<file path="src/rtl/lpsc_pkg.sv">
// Purpose: constants for the low power sdram configuration register block
// Assumes: one 32-bit register reached over a plain strobe port
// Notes: offset of the register is local to this block
package lpsc_pkg;
	localparam logic [7:0] LPSC_CFG_OFFSET = 8'h00;
	localparam int LPSC_PARTIAL_LSB = 16;
	localparam int LPSC_ROW_LSB = 0;
	localparam logic [2:0] LPSC_PARTIAL_RESET = 3'h0;
	localparam logic [2:0] LPSC_ROW_RESET = 3'h0;
	// partial refresh codes
	localparam logic [2:0] LPSC_PR_FOUR = 3'h0;
	localparam logic [2:0] LPSC_PR_TWO = 3'h1;
	localparam logic [2:0] LPSC_PR_ONE = 3'h2;
	localparam logic [2:0] LPSC_PR_HALF = 3'h5;
	localparam logic [2:0] LPSC_PR_QUARTER = 3'h6;
	// extended mode register area encodings driven to the init sequencer
	localparam logic [2:0] LPSC_AREA_FOUR = 3'h0;
	localparam logic [2:0] LPSC_AREA_TWO = 3'h1;
	localparam logic [2:0] LPSC_AREA_ONE = 3'h2;
	localparam logic [2:0] LPSC_AREA_HALF = 3'h5;
	localparam logic [2:0] LPSC_AREA_QUARTER = 3'h6;
	// row bits: code 0..5 gives 9..14 bits
	localparam logic [3:0] LPSC_ROW_BASE = 4'h9;
	localparam logic [2:0] LPSC_ROW_MAX_CODE = 3'h5;
	localparam logic [3:0] LPSC_ROW_DEFAULT = 4'hd;
	// init sequencer states
	typedef enum logic [2:0] {
		LPSC_IDLE = 3'b001,
		LPSC_LOAD = 3'b010,
		LPSC_WAIT = 3'b100
	} lpsc_state_t;
endpackage : lpsc_pkg

</file>
<file path="src/rtl/lpsc_cfg.sv">
// Purpose: low power sdram second configuration register and init restart
// Assumes: single clock at 25 MHz, synchronous active-high reset
// Notes: init sequencer itself lives outside; this block requests and feeds it
module lpsc_cfg (
	input wire logic clk_i,
	input wire logic srst_i,
	input wire logic [7:0] addr_i,
	input wire logic [31:0] wdata_i,
	input wire logic wr_i,
	input wire logic rd_i,
	output logic [31:0] rdata_o,
	input wire logic bank_position_select_i,
	input wire logic mobile_mode_i,
	input wire logic init_done_i,
	output logic init_start_o,
	output logic init_busy_o,
	output logic emr_load_o,
	output logic [2:0] emr_area_o,
	output logic [3:0] row_bits_o,
	output logic row_override_o
);
	////////////////////////////////////////////////////////////////
	logic [2:0] partial_refresh_select;
	logic [2:0] row_bits_select;
	logic cfg_wr;
	lpsc_pkg::lpsc_state_t state;

	assign cfg_wr = wr_i && (addr_i == lpsc_pkg::LPSC_CFG_OFFSET);

	// map a partial refresh code to the area encoding; reserved codes fall back to full array
	function automatic logic [2:0] lpsc_area(input logic [2:0] code);
		unique case (code)
			lpsc_pkg::LPSC_PR_FOUR: lpsc_area = lpsc_pkg::LPSC_AREA_FOUR;
			lpsc_pkg::LPSC_PR_TWO: lpsc_area = lpsc_pkg::LPSC_AREA_TWO;
			lpsc_pkg::LPSC_PR_ONE: lpsc_area = lpsc_pkg::LPSC_AREA_ONE;
			lpsc_pkg::LPSC_PR_HALF: lpsc_area = lpsc_pkg::LPSC_AREA_HALF;
			lpsc_pkg::LPSC_PR_QUARTER: lpsc_area = lpsc_pkg::LPSC_AREA_QUARTER;
			default: lpsc_area = lpsc_pkg::LPSC_AREA_FOUR;
		endcase
	endfunction : lpsc_area

	////////////////////////////////////////////////////////////////
	// register storage; only field bits are kept so reserved bits cannot stick
	always_ff @(posedge clk_i)
	begin
		if (srst_i)
		begin
			partial_refresh_select <= lpsc_pkg::LPSC_PARTIAL_RESET;
			row_bits_select <= lpsc_pkg::LPSC_ROW_RESET;
		end
		else if (cfg_wr)
		begin
			partial_refresh_select <= wdata_i[lpsc_pkg::LPSC_PARTIAL_LSB +: 3];
			row_bits_select <= wdata_i[lpsc_pkg::LPSC_ROW_LSB +: 3];
		end
	end

	// read data one cycle after the strobe, zero otherwise and for unmapped offsets
	always_ff @(posedge clk_i)
	begin
		if (srst_i)
			rdata_o <= 32'h0;
		else if (rd_i && addr_i == lpsc_pkg::LPSC_CFG_OFFSET)
		begin
			rdata_o <= 32'h0; // reserved positions are never stored
			rdata_o[lpsc_pkg::LPSC_PARTIAL_LSB +: 3] <= partial_refresh_select;
			rdata_o[lpsc_pkg::LPSC_ROW_LSB +: 3] <= row_bits_select;
		end
		else
			rdata_o <= 32'h0;
	end

	////////////////////////////////////////////////////////////////
	// init restart: every write to the register retriggers, even mid-sequence
	always_ff @(posedge clk_i)
	begin
		if (srst_i)
			state <= lpsc_pkg::LPSC_IDLE;
		else if (cfg_wr)
			state <= lpsc_pkg::LPSC_LOAD;
		else
		begin
			unique case (state)
				lpsc_pkg::LPSC_IDLE: state <= lpsc_pkg::LPSC_IDLE;
				lpsc_pkg::LPSC_LOAD: state <= lpsc_pkg::LPSC_WAIT;
				lpsc_pkg::LPSC_WAIT: state <= init_done_i ? lpsc_pkg::LPSC_IDLE : lpsc_pkg::LPSC_WAIT;
				default: state <= lpsc_pkg::LPSC_IDLE;
			endcase
		end
	end

	// start pulse and extended mode load occur together, registered from the load state so they show in the cycle after it
	always_ff @(posedge clk_i)
	begin
		if (srst_i)
		begin
			init_start_o <= 1'b0;
			emr_load_o <= 1'b0;
			emr_area_o <= lpsc_pkg::LPSC_AREA_FOUR;
		end
		else
		begin
			init_start_o <= (state == lpsc_pkg::LPSC_LOAD);
			emr_load_o <= (state == lpsc_pkg::LPSC_LOAD);
			if (state == lpsc_pkg::LPSC_LOAD)
				emr_area_o <= lpsc_area(partial_refresh_select);
		end
	end

	assign init_busy_o = (state != lpsc_pkg::LPSC_IDLE);

	////////////////////////////////////////////////////////////////
	// row width applies only for mobile parts with bank position select set
	always_ff @(posedge clk_i)
	begin
		if (srst_i)
		begin
			row_bits_o <= lpsc_pkg::LPSC_ROW_DEFAULT;
			row_override_o <= 1'b0;
		end
		else
		begin
			row_override_o <= bank_position_select_i && mobile_mode_i;
			if (bank_position_select_i && mobile_mode_i && row_bits_select <= lpsc_pkg::LPSC_ROW_MAX_CODE)
				row_bits_o <= lpsc_pkg::LPSC_ROW_BASE + {1'b0, row_bits_select};
			else
				row_bits_o <= lpsc_pkg::LPSC_ROW_DEFAULT; // reserved codes ignored
		end
	end

	////////////////////////////////////////////////////////////////
	// a restart shows as a start pulse two edges after the write; a write mid-sequence starts over
	// writes to other offsets must leave the sequencer alone
	write_restart_a: assert property (@(posedge clk_i) disable iff (srst_i)
		cfg_wr |-> ##2 (init_start_o && emr_load_o))
		else $error("write did not restart init");
	busy_on_write_a: assert property (@(posedge clk_i) disable iff (srst_i)
		cfg_wr |=> init_busy_o)
		else $error("write did not mark init busy");
	busy_release_a: assert property (@(posedge clk_i) disable iff (srst_i)
		(state == lpsc_pkg::LPSC_WAIT && init_done_i && !cfg_wr) |=> !init_busy_o)
		else $error("init busy held after done");
	other_offset_a: assert property (@(posedge clk_i) disable iff (srst_i)
		(wr_i && !cfg_wr && state == lpsc_pkg::LPSC_IDLE) |=> !init_busy_o)
		else $error("unmapped write restarted init");

	// area code reaches the output one edge after the load state and holds until the next load
	// reserved codes fall back to the full array so self refresh never drops data
	area_four_a: assert property (@(posedge clk_i) disable iff (srst_i)
		(cfg_wr && wdata_i[18:16] == 3'h0) ##1 !cfg_wr |-> ##1 emr_area_o == 3'h0)
		else $error("four bank code not loaded");
	emr_two_a: assert property (@(posedge clk_i) disable iff (srst_i)
		(cfg_wr && wdata_i[18:16] == 3'h1) ##1 !cfg_wr |-> ##1 emr_area_o == 3'h1)
		else $error("two bank code not loaded");
	area_one_a: assert property (@(posedge clk_i) disable iff (srst_i)
		(cfg_wr && wdata_i[18:16] == 3'h2) ##1 !cfg_wr |-> ##1 emr_area_o == 3'h2)
		else $error("one bank code not loaded");
	emr_value_a: assert property (@(posedge clk_i) disable iff (srst_i)
		(cfg_wr && wdata_i[18:16] == 3'h5) ##1 !cfg_wr |-> ##1 emr_area_o == 3'h5)
		else $error("half bank code not loaded");
	area_quarter_a: assert property (@(posedge clk_i) disable iff (srst_i)
		(cfg_wr && wdata_i[18:16] == 3'h6) ##1 !cfg_wr |-> ##1 emr_area_o == 3'h6)
		else $error("quarter bank code not loaded");
	area_reserved_a: assert property (@(posedge clk_i) disable iff (srst_i)
		(cfg_wr && wdata_i[18:16] inside {3'h3, 3'h4, 3'h7}) ##1 !cfg_wr |-> ##1 emr_area_o == 3'h0)
		else $error("reserved area code not mapped to full array");
	emr_hold_a: assert property (@(posedge clk_i) disable iff (srst_i)
		(state != lpsc_pkg::LPSC_LOAD) |=> $stable(emr_area_o))
		else $error("area code moved outside a load");

	// row width follows the field only for mobile parts with bank position select set
	// every other case parks the output at the default width
	row_width_a: assert property (@(posedge clk_i) disable iff (srst_i)
		(bank_position_select_i && mobile_mode_i && row_bits_select == 3'h3) |=> row_bits_o == 4'hc)
		else $error("row width wrong");
	row_min_a: assert property (@(posedge clk_i) disable iff (srst_i)
		(bank_position_select_i && mobile_mode_i && row_bits_select == 3'h0) |=> row_bits_o == 4'h9)
		else $error("smallest row width wrong");
	row_max_a: assert property (@(posedge clk_i) disable iff (srst_i)
		(bank_position_select_i && mobile_mode_i && row_bits_select == 3'h5) |=> row_bits_o == 4'he)
		else $error("largest row width wrong");
	row_reserved_a: assert property (@(posedge clk_i) disable iff (srst_i)
		(bank_position_select_i && mobile_mode_i && row_bits_select >= 3'h6) |=> row_bits_o == 4'hd)
		else $error("reserved row code not ignored");
	row_ignored_a: assert property (@(posedge clk_i) disable iff (srst_i)
		!bank_position_select_i |=> row_bits_o == 4'hd && !row_override_o)
		else $error("row field used without bank position");
	row_mobile_a: assert property (@(posedge clk_i) disable iff (srst_i)
		!mobile_mode_i |=> !row_override_o)
		else $error("row field used for plain sdram");
	override_on_a: assert property (@(posedge clk_i) disable iff (srst_i)
		(bank_position_select_i && mobile_mode_i) |=> row_override_o)
		else $error("row field not applied for mobile part");

	// storage and read path; only the two fields exist, so reserved bits can never read back set
	// reset is checked without the disable so the cleared state itself is covered
	field_hold_a: assert property (@(posedge clk_i) disable iff (srst_i)
		!cfg_wr |=> $stable(partial_refresh_select) && $stable(row_bits_select))
		else $error("field changed without write");
	field_store_a: assert property (@(posedge clk_i) disable iff (srst_i)
		cfg_wr |=> row_bits_select == $past(wdata_i[2:0]))
		else $error("row field not stored");
	partial_store_a: assert property (@(posedge clk_i) disable iff (srst_i)
		cfg_wr |=> partial_refresh_select == $past(wdata_i[18:16]))
		else $error("partial refresh field not stored");
	read_back_a: assert property (@(posedge clk_i) disable iff (srst_i)
		cfg_wr ##1 (rd_i && addr_i == 8'h00 && !wr_i) |=> rdata_o == ($past(wdata_i, 2) & 32'h00070007))
		else $error("read back mismatch");
	reserved_zero_a: assert property (@(posedge clk_i) disable iff (srst_i)
		rdata_o[31:19] == 13'h0000 && rdata_o[15:3] == 13'h0000)
		else $error("reserved bits read as set");
	reset_clear_a: assert property (@(posedge clk_i)
		srst_i |=> partial_refresh_select == lpsc_pkg::LPSC_PARTIAL_RESET
			&& row_bits_select == lpsc_pkg::LPSC_ROW_RESET
			&& !init_busy_o && !init_start_o && !emr_load_o && rdata_o == 32'h0)
		else $error("reset left state behind");
endmodule : lpsc_cfg

</file>
<file path="config.mk">
export PLATFORM = sky130hd
export DESIGN_NAME = lpsc_cfg
export DESIGN_NICKNAME = d
export VERILOG_FILES = /design/src/rtl/lpsc_pkg.sv /design/src/rtl/lpsc_cfg.sv
export SDC_FILE = /design/constraint.sdc
export NUM_CORES = 1
export LEC_CHECK = 0
export ABC_AREA = 1
export BUFFER_PORTS_ARGS = -buffer_cell sky130_fd_sc_hd__buf_2
export CORE_ASPECT_RATIO = 0.75
export CORE_UTILIZATION = 41
export DETAILED_ROUTE_END_ITERATION = 10
export PLACE_DENSITY_LB_ADDON = 0.08
export SETUP_SLACK_MARGIN = 0.1
export SLEW_MARGIN = 20
export SYNTH_ARGS = -nofsm -noshare
export SYNTH_HDL_FRONTEND = slang
export SYNTH_SLANG_ARGS = --single-unit
export TNS_END_PERCENT = 50
</file>
<file path="constraint.sdc">
create_clock -name clk_i -period 2.55 [get_ports clk_i]
set_input_delay 0.1275 -clock clk_i [delete_from_list [all_inputs] [get_ports clk_i]]
set_output_delay 0.1275 -clock clk_i [all_outputs]
set_load 0.02 [all_outputs]
</file>
# Word level (Yosys, flattened, before mapping)

Cells that the tools add are included.

Bits in registers: 50
Word-level logic and storage cells: 33
Output and inout bits: 43
Input bits: 47

Multiplexer cells: 4
Add/subtract/negate cells: 1
Bitwise gates (word level): 2
Reduce and logical (&&, ||, !) cells: 8
$lt $le $gt $ge: 1
Equal/unequal tests: 7

Operators with widths:

| operator                                                                 | count |
|---|---|
| 3-bit case mux with 4 select lines                                       | 1 |
| 3-bit == test (second input constant)                                    | 3 |
| 8-bit logical NOT                                                        | 1 |
| 3-bit by 2-bit == test with 1-bit output (second input constant)         | 2 |
| 3-bit case mux with 2 select lines                                       | 1 |
| 2-bit OR reduction                                                       | 3 |
| 4-bit by 3-bit adder with 4-bit output (first input constant)            | 1 |
| 1-bit logical AND                                                        | 4 |
| 3-bit by 1-bit == test with 1-bit output (second input constant)         | 1 |
| 3-bit less-or-equal comparator (second input constant)                   | 1 |
| 3-bit 2-to-1 mux                                                         | 1 |
| 3-bit by 1-bit inequality test with 1-bit output (second input constant) | 1 |
| 2-bit 2-to-1 mux                                                         | 1 |
| 1-bit NOT                                                                | 2 |

# Longest topological paths before layout

Depth after elaboration: 4
Mapped depth: 7
Mapped depth without buffers: 7

# Worst setup path after synthesis

No wires, ideal clock.

Path kind: reg-to-reg
From: register row_bits_select[1]
To: register row_bits_o[3]
Buffers on the path: 0
Period minus slack after synthesis: 1.034 ns
Data arrival time: 0.910 ns
Setup time: 0.124 ns
Slack: 1.516 ns
Cell stages (with the launch flop): 8
Data required time: 2.426 ns
Path through: dfxtp_1 -> inv_1 -> ha_1 -> nor2_1 -> o21ai_0 -> nand2_1 -> nor2_1 -> nand3_1

Cells in the longest elaborated chain, start to end: 4
Elaborated cells on any way between the ends: 5
Those cells by class: add/sub (1); order compare (1); bitwise (1); reduce/logical (2)

Ends and longest elaborated chain:

| what                                | line            | RTL |
|---|---|---|
| from (decl)                         | lpsc_cfg.sv:24  | `logic [2:0] row_bits_select;` |
| from (signal assigned)              | lpsc_cfg.sv:49  | `row_bits_select <= lpsc_pkg::LPSC_ROW_RESET;` |
| from (signal assigned)              | lpsc_cfg.sv:54  | `row_bits_select <= wdata_i[lpsc_pkg::LPSC_ROW_LSB +: 3];` |
| 3-bit less-or-equal comparator      | lpsc_cfg.sv:124 | `if (bank_position_select_i && mobile_mode_i && row_bits_select <= lpsc_pkg::LPSC_ROW_MAX_CODE)` |
| 1-bit logical AND                   | lpsc_cfg.sv:124 |  |
| 1-bit NOT (no source line)          | -               |  |
| 2-bit OR reduction (no source line) | -               |  |
| to (signal assigned)                | lpsc_cfg.sv:118 | `row_bits_o <= lpsc_pkg::LPSC_ROW_DEFAULT;` |
| to (signal assigned)                | lpsc_cfg.sv:125 | `row_bits_o <= lpsc_pkg::LPSC_ROW_BASE + {1'b0, row_bits_select};` |
| to (signal assigned)                | lpsc_cfg.sv:127 | `row_bits_o <= lpsc_pkg::LPSC_ROW_DEFAULT;` |
| to (decl)                           | lpsc_cfg.sv:19  | `output logic [3:0] row_bits_o,` |

Several ways; a longest one is shown, not always the timed one.
A chain may end at the register's enable or synchronous reset.

# Worst setup path after layout

Same ends and word-level chain as after synthesis.

==> out/results.ini <==
[outcome]
status = completed

[cts]
cts_root_buf = clkbuf_4
clkLatencyLatePin_ns = 0.30
clk_pin_slew_ns = 0.12
h-tree-depth = 1
clockBufferDepth = 2
hold_buffers = 0
cts_num_sinks = 24
post_cts_buffers = 0
cts_resized = 0
cts_buffers = 3
cts_tree = done

[die]
core_area_sq_mm = 0.00260
start_util_pct = 43.2
die_y_microns = 47.3
die_w_microns = 62.4
rows = 16
io_pins = 90
die_area_sq_mm = 0.00296

[final_layout]
nNetsFinal = 220
area_growth_pct = 11.8
n_antenna_cell = 0
drive_above_1_share_pct = 33.1

[detailed_routing]
remaining_drc_errors = 0
drt_iter0_drc = 16
wirelength_mm = 1.71
routed_via_density = 4.17
vias = 855
antenna_left = 0
first_pass_iters = 4
post_drt_wl_per_cell_microns = 8.36

[logic_synthesis]
synth_edf_count = 0
ys_types = 20
yosysTopAreaCellShare_pct = 42.8
synth_top_flop_cell = dfxtp_1
synth_most_common_cell = buf_4
yosysWarningCount = 0
ys_ff_latch = 24
yosysSeqAreaShare_pct = 42.8
synth.avg_cell_area_sq_um = 8.45
async_flop_share_pct = 0
synth_top_cell_by_area = dfxtp_1
synth_cells = 133
synthTopCellsByArea = dfxtp_1, buf_4, nand3_1
netlist_area_sq_mm = 0.00112
synthTopCellsByCount = buf_4, dfxtp_1, nor2_1

[timing]
hold_viol_final = 0
clock.fmax_mhz = 849
finClkSkew_ns = 0.00557
hold_slack_ns = 0.0340
tns_ns = 0
fin_crit_sh_pct = 46.2
final.min_clock_period_ns = 1.18
setup_viol = 0
finalMaxSlewViolations = 0
rsz0062_at_grt = no

[grt]
grt_pass1_wl_mm = 2.61
grt_pass1_vias = 621
grt_start_max_net_pins = 19
antenna_found_initial = 0
grt.overflow.total = 0
grt_usage_pct = 11.5

[critical_path]
start_kind = register
cp_common_cell = nor2_1
cp.arrival_ns = 1.37
slowest_stage = dfxtp_1
slowest_delay_ns = 0.37
cp.required_ns = 2.74
crit_fanout = 5
critPathKind = register to register
cp-end-kind = register
path_cells = inv_1 -> ha_1 -> nor2_1 -> o21ai_0 -> nand2_1 -> nor2_1 -> nand3_1

[placement]
hpwl_mm = 1.37
io_buffers = 37
gp_congestion = 0.738

[power_and_ir_drop]
power_w = 0.000598
powerDensity_mw_per_mm2 = 476
p_leak_nw = 0.672
irDropWorstVdd_uv = 214

[min_path]
hold_class = input pin to register

[run]
drv_cap = 0

-- cell families (layout without fill, tap and decap cells) --
kind of cell    count (synthesis)  after routing  synth area share, %
flops                          24             24                 42.8
buf+inv                        42             53                 23.4
fa+ha+maj                       2              2                 2.23
simple gates                   57             57                 27.8
xor+xnor                        1              1                0.780
compound gates                  6              6                 2.67
other cells                     1             26                0.334
-- layout make-up --
type	count	area (sq um)
repair buffers	37	185
multi-input cells	92	474
flip-flops and latches	24	480
inverters	13	48.8
fillers	280	1350
clock buffers	3	22.5
well taps	36	45.0
-- worst paths after layout --
check / slack (ns) / cells past startpoint / start / end
worst min-delay path: 0.03 / 2 / srst_i / emr_load_o
worst max-delay path: 1.37 / 7 / row_bits_select[1] / row_bits_o[3]
worst min register to register: 0.48 / 1 / row_bits_select[1] / row_bits_o[3]
worst max register to register: 1.37 / 7 / row_bits_select[1] / row_bits_o[3]
-- stage by stage --
stage | instances | area (sq um) | util, % | worst slack (ns)
final | 205 | 1260 | 48.3 | 1.37
after global placement | 202 | 1230 | 47.4 | 1.41
after detailed placement | 202 | 1230 | 47.4 | 1.38
after CTS | 205 | 1260 | 48.3 | 1.35
after global routing | 205 | 1260 | 48.3 | 1.25
after floorplan | 158 | 1220 | - | 1.52
-- critical path: cells and delay by family, from the launching register on --
| family | cells | cell delay [ns] |
|---|---|---|
| AO/OA/AOI/OAI | 1 | 0.09 |
| adder cells (fa/ha/maj) | 1 | 0.14 |
| buffers and inverters | 1 | 0.10 |
| flip-flops | 1 | 0.37 |
| AND/OR/NAND/NOR | 4 | 0.38 |
-- report_power, final --
part            total, W  switching [W]  internal, W
combinational  0.0000666      0.0000522    0.0000145
sequential      0.000377    0.000000349     0.000376
clock           0.000155      0.0000998    0.0000550
-- routing by layer --
metal / track usage (%) / share of wire [%] / vias up
li1: - / - / 440
met3: 3.88 / 8.6 / 0
met4: 2.79 / 0 / 0
met5: 0 / 0 / -
met2: 19.8 / 45 / 47
met1: 14.4 / 46 / 368
-- sequential cells by signal, indices dropped and copies added (netlist names) --
| register | count |
|---|---|
| partial_refresh_select | 3 |
| emr_area_o | 3 |
| row_bits_o | 4 |
| emr_load_o | 1 |
| row_bits_select | 3 |
| rdata_o | 6 |
| row_override_o | 1 |
| state | 3 |
-- layout by cell type (no fill, tap or decap) --
cell	Yosys	layout
nand2_1	10	10
dfxtp_1	24	24
conb_1	1	26
nand4_1	6	6
clkbuf_4	0	3
nand2_2	2	2
nor2_2	8	8
inv_2	2	2
buf_2	0	37
ha_1	2	2
nor3_2	1	1
nand2_4	1	1
nand3_1	12	12
inv_1	11	11
nand3_4	1	1
nor2_8	1	1
xnor2_1	1	1
o21ai_0	5	5
a21oi_1	1	1
nor2_1	15	15
Power figures use the tool's default switching activity.
